### config.mk
export PLATFORM = sky130hd
export DESIGN_NAME = jtb_tap_port
export DESIGN_NICKNAME = d
export VERILOG_FILES = /design/src/rtl/jtb_pkg.sv /design/src/rtl/jtb_buf2.sv /design/src/rtl/jtb_tap_port.sv
export SDC_FILE = /design/constraint.sdc
export NUM_CORES = 1
export LEC_CHECK = 0
export ABC_CLOCK_PERIOD_IN_PS = 3000
export BUFFER_PORTS_ARGS = -buffer_cell sky130_fd_sc_hd__buf_2
export CORE_MARGIN = 10
export CORE_UTILIZATION = 45
export DETAILED_ROUTE_END_ITERATION = 12
export GPL_ROUTABILITY_DRIVEN = 0
export PLACE_DENSITY = 0.71
export SLEW_MARGIN = 20
export SYNTH_ARGS = -nofsm -noshare
export SYNTH_HDL_FRONTEND = slang
export SYNTH_HIERARCHICAL = 1
export SYNTH_SLANG_ARGS = --single-unit
export TNS_END_PERCENT = 10
### constraint.sdc
create_clock -name sys_clk -period 3 [get_ports sys_clk]
set_input_delay 0.3 -clock sys_clk [delete_from_list [all_inputs] [get_ports sys_clk]]
set_output_delay 0.3 -clock sys_clk [all_outputs]
set_load 0.03 [all_outputs]
### src/rtl/jtb_pkg.sv
// Constants and types shared by the test access port design
`default_nettype none
package jtb_pkg;
    // ------------------------------------------------------------
    // Sizes
    // ------------------------------------------------------------
    localparam int IR_LEN = 5;
    localparam int ID_LEN = 32;
    localparam int NUM_IO = 4;
    localparam int BSR_LEN = 3 * NUM_IO;
    localparam int NUM_TEST_PINS = 4;
    localparam int TEST_IN_PINS = 3;
    localparam int BUF_WIDTH = 2;
    localparam int BUF_DEPTH = 2;

    // ------------------------------------------------------------
    // Boundary register layout: input, output and enable cells
    // ------------------------------------------------------------
    localparam int BSR_IN_LSB = 0;
    localparam int BSR_OUT_LSB = NUM_IO;
    localparam int BSR_OE_LSB = 2 * NUM_IO;

    // ------------------------------------------------------------
    // Instruction codes
    // ------------------------------------------------------------
    localparam logic [IR_LEN-1:0] IR_EXTEST = 5'h00;
    localparam logic [IR_LEN-1:0] IR_IDCODE = 5'h01;
    localparam logic [IR_LEN-1:0] IR_SAMPLE = 5'h02;
    localparam logic [IR_LEN-1:0] IR_INTEST = 5'h03;
    localparam logic [IR_LEN-1:0] IR_HIGHZ = 5'h05;
    localparam logic [IR_LEN-1:0] IR_BYPASS = 5'h1f;
    localparam logic [IR_LEN-1:0] IR_CAPTURE = 5'h01;

    // Arbitrary identification value, names no maker or part
    localparam logic [ID_LEN-1:0] IDCODE_VALUE = 32'h1234_5671;

    // Level of a test input pin while it is held by its pull-up
    localparam logic [TEST_IN_PINS-1:0] PULLED_HIGH = 3'h7;
    localparam logic [NUM_TEST_PINS-1:0] PULLUP_ALL = 4'hf;

    // ------------------------------------------------------------
    // Controller states and data register selection
    // ------------------------------------------------------------
    typedef enum logic [15:0] {
        TAP_RESET      = 16'h0001,
        TAP_IDLE       = 16'h0002,
        TAP_SEL_DR     = 16'h0004,
        TAP_CAPTURE_DR = 16'h0008,
        TAP_SHIFT_DR   = 16'h0010,
        TAP_EXIT1_DR   = 16'h0020,
        TAP_PAUSE_DR   = 16'h0040,
        TAP_EXIT2_DR   = 16'h0080,
        TAP_UPDATE_DR  = 16'h0100,
        TAP_SEL_IR     = 16'h0200,
        TAP_CAPTURE_IR = 16'h0400,
        TAP_SHIFT_IR   = 16'h0800,
        TAP_EXIT1_IR   = 16'h1000,
        TAP_PAUSE_IR   = 16'h2000,
        TAP_EXIT2_IR   = 16'h4000,
        TAP_UPDATE_IR  = 16'h8000
    } jtb_tap_state_type;

    typedef enum logic [2:0] {
        SEL_BYPASS = 3'h1,
        SEL_IDCODE = 3'h2,
        SEL_BSR    = 3'h4
    } jtb_sel_type;
endpackage
`default_nettype wire

### src/rtl/jtb_buf2.sv
// Small valid/ready buffer held in flip-flops
`default_nettype none
module jtb_buf2 #(
    parameter int WIDTH = jtb_pkg::BUF_WIDTH,
    parameter int DEPTH = jtb_pkg::BUF_DEPTH
) (
    input wire logic sys_clk,
    input wire logic reset_n,
    input wire logic in_valid,
    output logic in_ready,
    input wire logic [WIDTH-1:0] in_data,
    output logic out_valid,
    input wire logic out_ready,
    output logic [WIDTH-1:0] out_data
);
    localparam int PTR_W = (DEPTH > 1) ? $clog2(DEPTH) : 1;
    localparam logic [PTR_W:0] FULL_COUNT = (PTR_W + 1)'(DEPTH);
    localparam logic [PTR_W-1:0] LAST_PTR = PTR_W'(DEPTH - 1);

    logic [WIDTH-1:0] mem_r [DEPTH];
    logic [PTR_W-1:0] wr_ptr_r;
    logic [PTR_W-1:0] rd_ptr_r;
    logic [PTR_W:0] count_r;
    logic push;
    logic pop;

    assign in_ready = (count_r != FULL_COUNT);
    assign out_valid = (count_r != '0);
    assign out_data = mem_r[rd_ptr_r];
    assign push = in_valid & in_ready;
    assign pop = out_valid & out_ready;

    function automatic logic [PTR_W-1:0] ptr_inc(input logic [PTR_W-1:0] p);
        ptr_inc = (p == LAST_PTR) ? '0 : p + 1'b1;
    endfunction

    always_ff @(posedge sys_clk or negedge reset_n) begin
        if (!reset_n) begin
            wr_ptr_r <= '0;
            rd_ptr_r <= '0;
            count_r <= '0;
        end else begin
            if (push) begin
                wr_ptr_r <= ptr_inc(wr_ptr_r);
            end
            if (pop) begin
                rd_ptr_r <= ptr_inc(rd_ptr_r);
            end
            if (push && !pop) begin
                count_r <= count_r + 1'b1;
            end else if (pop && !push) begin
                count_r <= count_r - 1'b1;
            end
        end
    end

    // Storage needs no reset; empty entries are never presented
    always_ff @(posedge sys_clk) begin
        if (push) begin
            mem_r[wr_ptr_r] <= in_data;
        end
    end
endmodule
`default_nettype wire

### src/rtl/jtb_tap_port.sv
// Boundary-scan test access port with test pin reclaim
`default_nettype none
// Overview of operation
// - Port has clock, mode, data-in, data-out pins only; no test reset.
// - Power-up reset puts controller and instruction register in reset.
// - Reclaim pin high returns the four test pins to test duty.
// - Reclaim pin low gives user-assigned test pins back to user I/O.
// - Erased device uses the test pins as test port without reclaim.
// - User-assigned test pins ignore test activity unless reclaimed.
// - Core logic near the test pins keeps working during test.
// - Test port pins keep weak pull-ups enabled.
// - Code 00010 samples pins, preloads boundary outputs undisturbed.
// - Code 00000 drives pins from the boundary register outputs.
// - Code 11111 puts one-bit bypass between data-in and data-out.
// - Instruction scan with data-in held high loads bypass.
// - Code 00001 shifts out the identification word.
// - Code 00101 floats all system outputs and selects bypass.
// - Code 00011 applies and captures patterns at the core logic.
// - Data-in sampled on rising test clock edge.
// - Data-out changes on falling test clock edge.
// - Data-out driven only while shifting, otherwise floating.
module jtb_tap_port (
    input wire logic sys_clk,
    input wire logic reset_n,
    input wire logic tck_pin_in,
    input wire logic tms_pin_in,
    input wire logic tdi_pin_in,
    output logic tdo_pin_out,
    output logic tdo_pin_oe_n,
    input wire logic port_enable_in,
    input wire logic cfg_erased,
    input wire logic cfg_test_pins_io,
    output logic [jtb_pkg::NUM_TEST_PINS-1:0] test_pin_pullup_en,
    output logic [jtb_pkg::TEST_IN_PINS-1:0] user_test_pin_in,
    input wire logic user_tdo_out,
    input wire logic user_tdo_oe_n,
    input wire logic [jtb_pkg::NUM_IO-1:0] pad_in,
    output logic [jtb_pkg::NUM_IO-1:0] pad_out,
    output logic [jtb_pkg::NUM_IO-1:0] pad_oe_n,
    input wire logic [jtb_pkg::NUM_IO-1:0] core_out,
    input wire logic [jtb_pkg::NUM_IO-1:0] core_oe_n,
    output logic [jtb_pkg::NUM_IO-1:0] core_in
);
    localparam int N = jtb_pkg::NUM_IO;

    // ------------------------------------------------------------
    // Pin synchronisers and test clock edges
    // ------------------------------------------------------------
    // Bit order of the test input group: tck, tms, tdi
    logic [2:0] tpin_s1_r;
    logic [2:0] tpin_s2_r;
    logic tck_d_r;
    logic pe_s1_r;
    logic pe_s2_r;
    logic [N-1:0] pad_s1_r;
    logic [N-1:0] pad_s2_r;
    logic port_active;
    logic tck_rise;
    logic tck_fall;
    logic tms_s;
    logic tdi_s;

    always_ff @(posedge sys_clk or negedge reset_n) begin
        if (!reset_n) begin
            tpin_s1_r <= jtb_pkg::PULLED_HIGH;
            tpin_s2_r <= jtb_pkg::PULLED_HIGH;
            tck_d_r <= 1'b1;
            pe_s1_r <= 1'b0;
            pe_s2_r <= 1'b0;
            pad_s1_r <= '0;
            pad_s2_r <= '0;
        end else begin
            tpin_s1_r <= {tck_pin_in, tms_pin_in, tdi_pin_in};
            tpin_s2_r <= tpin_s1_r;
            tck_d_r <= tpin_s2_r[2];
            pe_s1_r <= port_enable_in;
            pe_s2_r <= pe_s1_r;
            pad_s1_r <= pad_in;
            pad_s2_r <= pad_s1_r;
        end
    end

    // Reclaim is read as a level; it comes out of reset low
    assign port_active = cfg_erased |
                         ~cfg_test_pins_io | pe_s2_r;
    // Edges count only while the pins belong to the test port
    assign tck_rise = port_active & tpin_s2_r[2] & ~tck_d_r;
    assign tck_fall = port_active & ~tpin_s2_r[2] & tck_d_r;
    assign tms_s = tpin_s2_r[1];
    assign tdi_s = tpin_s2_r[0];

    // ------------------------------------------------------------
    // Controller
    // ------------------------------------------------------------
    jtb_pkg::jtb_tap_state_type state_r;
    jtb_pkg::jtb_tap_state_type state_nxt;

    always_comb begin
        state_nxt = state_r;
        unique case (state_r)
            jtb_pkg::TAP_RESET: begin
                state_nxt = tms_s ? jtb_pkg::TAP_RESET : jtb_pkg::TAP_IDLE;
            end
            jtb_pkg::TAP_IDLE: begin
                state_nxt = tms_s ? jtb_pkg::TAP_SEL_DR : jtb_pkg::TAP_IDLE;
            end
            jtb_pkg::TAP_SEL_DR: begin
                state_nxt = tms_s ? jtb_pkg::TAP_SEL_IR
                                  : jtb_pkg::TAP_CAPTURE_DR;
            end
            jtb_pkg::TAP_CAPTURE_DR, jtb_pkg::TAP_SHIFT_DR: begin
                state_nxt = tms_s ? jtb_pkg::TAP_EXIT1_DR
                                  : jtb_pkg::TAP_SHIFT_DR;
            end
            jtb_pkg::TAP_EXIT1_DR: begin
                state_nxt = tms_s ? jtb_pkg::TAP_UPDATE_DR
                                  : jtb_pkg::TAP_PAUSE_DR;
            end
            jtb_pkg::TAP_PAUSE_DR: begin
                state_nxt = tms_s ? jtb_pkg::TAP_EXIT2_DR
                                  : jtb_pkg::TAP_PAUSE_DR;
            end
            jtb_pkg::TAP_EXIT2_DR: begin
                state_nxt = tms_s ? jtb_pkg::TAP_UPDATE_DR
                                  : jtb_pkg::TAP_SHIFT_DR;
            end
            jtb_pkg::TAP_UPDATE_DR, jtb_pkg::TAP_UPDATE_IR: begin
                state_nxt = tms_s ? jtb_pkg::TAP_SEL_DR : jtb_pkg::TAP_IDLE;
            end
            jtb_pkg::TAP_SEL_IR: begin
                state_nxt = tms_s ? jtb_pkg::TAP_RESET
                                  : jtb_pkg::TAP_CAPTURE_IR;
            end
            jtb_pkg::TAP_CAPTURE_IR, jtb_pkg::TAP_SHIFT_IR: begin
                state_nxt = tms_s ? jtb_pkg::TAP_EXIT1_IR
                                  : jtb_pkg::TAP_SHIFT_IR;
            end
            jtb_pkg::TAP_EXIT1_IR: begin
                state_nxt = tms_s ? jtb_pkg::TAP_UPDATE_IR
                                  : jtb_pkg::TAP_PAUSE_IR;
            end
            jtb_pkg::TAP_PAUSE_IR: begin
                state_nxt = tms_s ? jtb_pkg::TAP_EXIT2_IR
                                  : jtb_pkg::TAP_PAUSE_IR;
            end
            jtb_pkg::TAP_EXIT2_IR: begin
                state_nxt = tms_s ? jtb_pkg::TAP_UPDATE_IR
                                  : jtb_pkg::TAP_SHIFT_IR;
            end
            default: begin
                state_nxt = jtb_pkg::TAP_RESET;
            end
        endcase
    end

    // No test reset pin exists; the chip reset stands in for it
    always_ff @(posedge sys_clk or negedge reset_n) begin
        if (!reset_n) begin
            state_r <= jtb_pkg::TAP_RESET;
        end else if (!port_active) begin
            state_r <= jtb_pkg::TAP_RESET;
        end else if (tck_rise) begin
            state_r <= state_nxt;
        end
    end

    // ------------------------------------------------------------
    // Instruction register
    // ------------------------------------------------------------
    logic [jtb_pkg::IR_LEN-1:0] ir_sh_r;
    logic [jtb_pkg::IR_LEN-1:0] ir_r;

    // Unknown codes fall back to bypass so the chain never breaks
    function automatic jtb_pkg::jtb_sel_type sel_of(
        input logic [jtb_pkg::IR_LEN-1:0] code);
        case (code)
            jtb_pkg::IR_EXTEST, jtb_pkg::IR_SAMPLE,
            jtb_pkg::IR_INTEST: sel_of = jtb_pkg::SEL_BSR;
            jtb_pkg::IR_IDCODE: sel_of = jtb_pkg::SEL_IDCODE;
            jtb_pkg::IR_HIGHZ: sel_of = jtb_pkg::SEL_BYPASS;
            default: sel_of = jtb_pkg::SEL_BYPASS;
        endcase
    endfunction

    // Shifting all ones in leaves the bypass code behind
    always_ff @(posedge sys_clk or negedge reset_n) begin
        if (!reset_n) begin
            ir_sh_r <= jtb_pkg::IR_CAPTURE;
        end else if (tck_rise) begin
            if (state_r == jtb_pkg::TAP_CAPTURE_IR) begin
                ir_sh_r <= jtb_pkg::IR_CAPTURE;
            end else if (state_r == jtb_pkg::TAP_SHIFT_IR) begin
                ir_sh_r <= {tdi_s, ir_sh_r[jtb_pkg::IR_LEN-1:1]};
            end
        end
    end

    always_ff @(posedge sys_clk or negedge reset_n) begin
        if (!reset_n) begin
            ir_r <= jtb_pkg::IR_IDCODE;
        end else if (state_r == jtb_pkg::TAP_RESET) begin
            ir_r <= jtb_pkg::IR_IDCODE;
        end else if (tck_fall && state_r == jtb_pkg::TAP_UPDATE_IR) begin
            ir_r <= ir_sh_r;
        end
    end

    // ------------------------------------------------------------
    // Data registers
    // ------------------------------------------------------------
    jtb_pkg::jtb_sel_type sel;
    logic bypass_r;
    logic [jtb_pkg::ID_LEN-1:0] id_sh_r;
    logic [jtb_pkg::BSR_LEN-1:0] bsr_sh_r;
    logic [jtb_pkg::BSR_LEN-1:0] bsr_upd_r;
    logic cap_dr;
    logic shift_dr;

    assign sel = sel_of(ir_r);
    assign cap_dr = tck_rise && state_r == jtb_pkg::TAP_CAPTURE_DR;
    assign shift_dr = tck_rise && state_r == jtb_pkg::TAP_SHIFT_DR;

    always_ff @(posedge sys_clk or negedge reset_n) begin
        if (!reset_n) begin
            bypass_r <= 1'b0;
        end else if (cap_dr && sel == jtb_pkg::SEL_BYPASS) begin
            bypass_r <= 1'b0;
        end else if (shift_dr && sel == jtb_pkg::SEL_BYPASS) begin
            bypass_r <= tdi_s;
        end
    end

    always_ff @(posedge sys_clk or negedge reset_n) begin
        if (!reset_n) begin
            id_sh_r <= jtb_pkg::IDCODE_VALUE;
        end else if (cap_dr && sel == jtb_pkg::SEL_IDCODE) begin
            id_sh_r <= jtb_pkg::IDCODE_VALUE;
        end else if (shift_dr && sel == jtb_pkg::SEL_IDCODE) begin
            id_sh_r <= {tdi_s, id_sh_r[jtb_pkg::ID_LEN-1:1]};
        end
    end

    // Capture snapshots live pins and core drive; shifting never
    // touches what the pads or the core see
    always_ff @(posedge sys_clk or negedge reset_n) begin
        if (!reset_n) begin
            bsr_sh_r <= '0;
        end else if (cap_dr && sel == jtb_pkg::SEL_BSR) begin
            bsr_sh_r <= {core_oe_n, core_out, pad_s2_r};
        end else if (shift_dr && sel == jtb_pkg::SEL_BSR) begin
            bsr_sh_r <= {tdi_s, bsr_sh_r[jtb_pkg::BSR_LEN-1:1]};
        end
    end

    always_ff @(posedge sys_clk or negedge reset_n) begin
        if (!reset_n) begin
            bsr_upd_r <= '0;
        end else if (tck_fall && state_r == jtb_pkg::TAP_UPDATE_DR &&
                     sel == jtb_pkg::SEL_BSR) begin
            bsr_upd_r <= bsr_sh_r;
        end
    end

    // ------------------------------------------------------------
    // Serial output path through the two-entry buffer
    // ------------------------------------------------------------
    logic ser_out;
    logic shifting;
    logic push_pend_r;
    logic buf_in_ready;
    logic buf_out_valid;
    logic [1:0] buf_out_data;
    logic tdo_bit_r;
    logic tdo_en_r;

    assign shifting = (state_r == jtb_pkg::TAP_SHIFT_DR) ||
                      (state_r == jtb_pkg::TAP_SHIFT_IR);

    always_comb begin
        ser_out = bypass_r;
        if (state_r == jtb_pkg::TAP_SHIFT_IR) begin
            ser_out = ir_sh_r[0];
        end else if (sel == jtb_pkg::SEL_IDCODE) begin
            ser_out = id_sh_r[0];
        end else if (sel == jtb_pkg::SEL_BSR) begin
            ser_out = bsr_sh_r[0];
        end
    end

    // One entry is queued after each rising edge; a full buffer
    // holds it pending instead of losing it
    always_ff @(posedge sys_clk or negedge reset_n) begin
        if (!reset_n) begin
            push_pend_r <= 1'b0;
        end else if (tck_rise) begin
            push_pend_r <= 1'b1;
        end else if (buf_in_ready) begin
            push_pend_r <= 1'b0;
        end
    end

    jtb_buf2 u_tdo_buf (
        .sys_clk(sys_clk),
        .reset_n(reset_n),
        .in_valid(push_pend_r),
        .in_ready(buf_in_ready),
        .in_data({shifting, ser_out}),
        .out_valid(buf_out_valid),
        .out_ready(tck_fall),
        .out_data(buf_out_data)
    );

    always_ff @(posedge sys_clk or negedge reset_n) begin
        if (!reset_n) begin
            tdo_bit_r <= 1'b1;
            tdo_en_r <= 1'b0;
        end else if (!port_active) begin
            tdo_en_r <= 1'b0;
        end else if (tck_fall && buf_out_valid) begin
            tdo_bit_r <= buf_out_data[0];
            tdo_en_r <= buf_out_data[1];
        end
    end

    // ------------------------------------------------------------
    // Pin ownership and system pads
    // ------------------------------------------------------------
    logic extest_mode;
    logic intest_mode;
    logic highz_mode;

    assign extest_mode = (ir_r == jtb_pkg::IR_EXTEST);
    assign intest_mode = (ir_r == jtb_pkg::IR_INTEST);
    assign highz_mode = (ir_r == jtb_pkg::IR_HIGHZ);

    always_ff @(posedge sys_clk or negedge reset_n) begin
        if (!reset_n) begin
            tdo_pin_out <= 1'b1;
            tdo_pin_oe_n <= 1'b1;
            user_test_pin_in <= jtb_pkg::PULLED_HIGH;
            test_pin_pullup_en <= jtb_pkg::PULLUP_ALL;
        end else begin
            test_pin_pullup_en <= jtb_pkg::PULLUP_ALL;
            if (port_active) begin
                tdo_pin_out <= tdo_bit_r;
                tdo_pin_oe_n <= ~tdo_en_r;
                user_test_pin_in <= jtb_pkg::PULLED_HIGH;
            end else begin
                tdo_pin_out <= user_tdo_out;
                tdo_pin_oe_n <= user_tdo_oe_n;
                user_test_pin_in <= tpin_s2_r;
            end
        end
    end

    // Core keeps running from its own pads except in internal test
    always_ff @(posedge sys_clk or negedge reset_n) begin
        if (!reset_n) begin
            pad_out <= '0;
            pad_oe_n <= '1;
            core_in <= '0;
        end else begin
            if (highz_mode) begin
                pad_out <= core_out;
                pad_oe_n <= '1;
            end else if (extest_mode || intest_mode) begin
                pad_out <= bsr_upd_r[jtb_pkg::BSR_OUT_LSB +: N];
                pad_oe_n <= bsr_upd_r[jtb_pkg::BSR_OE_LSB +: N];
            end else begin
                pad_out <= core_out;
                pad_oe_n <= core_oe_n;
            end
            if (intest_mode) begin
                core_in <= bsr_upd_r[jtb_pkg::BSR_IN_LSB +: N];
            end else begin
                core_in <= pad_s2_r;
            end
        end
    end
endmodule
`default_nettype wire

==> flow_summary_export.csv <==
group,metric,value,unit
run_status,status,"finished, final reports clean",
synth,ys_top_cells_by_area,"dfrtp_1 (40%), dfstp_2 (15%), mux2_2 (5.5%)",
clock_network,cts_setup_buffers,0,
setup_path,worstSetupPathDepth,7,
routing,vias_per_cell,5.39,
setup_path,timing.rr.end,"bsr_sh_r[9]",
clock_network,cts_made_buffers,17,
setup_path,cpPeakStageDelay,0.57,ns
synth,ys_warn_count,6,
setup_path,cp_slowest_cell,"nor4_2",
pwr,power_per_cell_area,674,nW/um2
sta,relSlewSlack,0.401,
routing,drt_pass1_iterations,5,
synth,yosysSeqAreaShare,0.572,
setup_path,crit_start,"state_r[2]",
clock_network,h-tree-depth,4,
setup_path,crit_required,3.30,ns
synth,yosys.area.top_type,"dfrtp_1",
global_routing,globalRouteTotalUtil,0.137,
setup_path,cpMostUsedCell,"buf_4",
synth,avgSynthCellArea,11.7,um2
global_routing,grt_pass1_vias,4088,
setup_path,r2r_cells,7,
routing,drt-total-wl,11.5,mm
setup_path,path_buf_inv,2,
sta,skew,0.00836,ns
setup_path,critPathLaunchType,"flop",
final_layout,drive_gt1_frac,0.289,
sta,final_max_slew_viol_count,0,
synth,ys_types,58,
synth,synth_ff_type,"dfrtp_1",
global_routing,grt_pass1_wl,19.9,mm
clock_network,clock_latency,0.41,ns
sta,setup_tns,0,ns
sta,fin_crit_sh,0.908,
floorplan,die_height,133,um
routing,post_drt_wl_per_cell,16.1,um
global_routing,grt_max_degree,54,
sta,setup_violations,0,
placement,portBuffers,38,
routing,drt_iter0_markers,324,
final_layout,diodes,0,
clock_network,cts-hold-fix-buffers,9,
setup_path,critPathKind,"reg -> reg",
synth,syn_area,5700,um2
final_layout,fin_nets,557,
floorplan,start_util,0.456,
clock_network,cts_buffer_depth,2,
global_routing,antenna_found_initial,0,
sta,max_freq,0.367,GHz
routing,drc,0,
final_layout,register_area,3260,um2
routing,ant_nets,0,
setup_path,cp_cell_sequence,"nor4_2 > nand3_1 > or3_1 > buf_4 > a21oi_2 > buf_4 > a2bb2oi_1",
floorplan,coreArea,12500,um2
synth,synth-edff-count,4,
clock_network,cts_root_buffer,"clkbuf_16",
floorplan,ioPinCount,43,
sta,worst_slew_pin_slew,0.891,ns
clock_network,cts_tree,"done",
synth,ys_seq_elements,128,
clock_network,clk_pin_slew,0.06,ns
worst_hold_path,hold_class,"in -> reg",
final_layout,fillers,1092,
setup_path,worstPathMaxFanout,15,
global_routing,grt-ovfl-total,0,
sta,rsz0062_at_grt,"false",
floorplan,die_width,133,um
floorplan,die_area,17600,um2
synth,synthArstFlopShare,0.969,
pwr,ir_worst_vdd,430,uV
clock_network,cts_resized,0,
routing,vias,3873,
setup_path,worstSetupEndpoint,"bsr_sh_r[9]",
final_layout,area_growth,19.2,%
sta,finalCriticalPeriod,2.72,ns
synth,syn_inst,487,
setup_path,cpLargestDelayFamily,"simple AND/OR/NAND/NOR gates",
placement,hpwl,7.84,mm
setup_path,cp-end-kind,"flop",
floorplan,rows,41,
setup_path,r2r_start,"state_r[2]",
sta,holdWs,0.115,ns
worst_hold_path,min_delay_path_depth,2,
synth,yosysTopAreaCellShare,0.399,
pwr,power.leakage,0.00314,uW
final_layout,multi_input_area,2170,um2
setup_path,reg2reg_slack,0.28,ns
clock_network,cts.sinks,128,
job,cap_viol_max_count,0,
sta,hold_violations,0,
setup_path,cp.arrival,3.03,ns
synth_stat cells (2+ instances only):
cell type and n:
a21oi_1 4, a22o_1 9, a22oi_1 2, a2bb2oi_1 13
a31oi_1 6, a32o_1 4, and3_1 3, and4b_1 2
buf_2 8, buf_4 7, buf_6 2, clkbuf_1 16
dfrtp_1 91, dfstp_2 33, edfxtp_1 4, inv_1 27
mux2_1 10, mux2_2 28, mux2i_1 25, nand2_1 51
nand2b_1 7, nand3_1 6, nand4_1 4, nor2_1 20
nor2b_1 9, nor3_1 10, nor4_1 3, nor4_2 4
o21ai_0 14, o22ai_1 15, o2bb2a_1 2, o2bb2ai_1 4
o31ai_1 2, or3_1 2, or4_1 4, or4b_2 5
xnor2_1 8, xor2_1 3
registers in the layout, summed over array words and instances, names as in the netlist, 5 cells and up:
register   count
id_sh_r       32
bsr_upd_r     12
bsr_sh_r      12
ir_r           5
state_r       16
ir_sh_r        5
routing by layer:
layer	part of all wire	up-vias	wire (um)	track usage
met1	0.43	1925	5020	0.168
met2	0.50	124	5780	0.221
met3	0.047	20	544	0.0386
li1	-	1804	-	-
met5	0	-	0	0
met4	0.017	0	198	0.0617
layout by cell type (no fill, tap or decap), types with 5 or more instances in the layout:
cell type and n:
inv_1 27, buf_4 11, mux2_2 28, dfrtp_1 91
nand3_1 6, dlygate4sd3_1 9, nor2b_1 9, mux2i_1 25
dfstp_2 33, buf_2 37, nor2_1 20, a31oi_1 6
clkbuf_16 18, nor3_1 10, xnor2_1 8, nand2b_1 7
o21ai_0 14, or4b_2 5, a22o_1 9, nand2_1 51
o22ai_1 15, mux2_1 10, a2bb2oi_1 13
cell type report:
cell class	instances	area share
Sequential cell	128	0.480
Multi-Input combinational cell	301	0.319
Clock buffer	21	0.0694
Timing Repair Buffer	59	0.0585
Tap cell	172	0.0317
Clock inverter	11	0.0260
Inverter	27	0.0149
through the flow:
step	utilization	std cells	worst slack (ns)	cell area, um2	total power, uW
global placement	0.484	678	0.489	6060	2370
CTS	0.543	719	0.348	6800	4630
global route	0.543	719	0.198	6800	4760
detailed placement	0.484	678	0.373	6060	2390
floorplan	-	490	0.679	5710	2250
finish	0.543	719	0.276	6800	4580
report_power, final:
group          leakage, uW  switching [uW]  internal, uW
clock network     0.000313             742          1470
registers          0.00149            72.8          1860
logic              0.00134             255           185
total              0.00314            1070          3510
worst min-delay path by stage:
stage,slack [ns],from,endpoint
floorplan,0.004,reset_n,bsr_sh_r[0]
global placement,0.33,pad_s1_r[3],pad_s2_r[3]
detailed placement,0.34,pad_s1_r[1],pad_s2_r[1]
CTS,0.1,user_tdo_oe_n,tdo_pin_oe_n
global route,0.10,user_tdo_oe_n,tdo_pin_oe_n
finish,0.12,user_tdo_oe_n,tdo_pin_oe_n
cell families after synthesis:
logic type,Yosys count,share of synthesized area
AND/OR/NAND/NOR,142,0.136
AO/OA/AOI/OAI,80,0.103
buffers and inverters,61,0.0491
adder cells (fa/ha/maj),1,0.00219
flip-flops,128,0.572
other,1,0.000658
XOR/XNOR,11,0.0169
multiplexers,63,0.119
No activity file was read; power rests on OpenSTA's default activity.
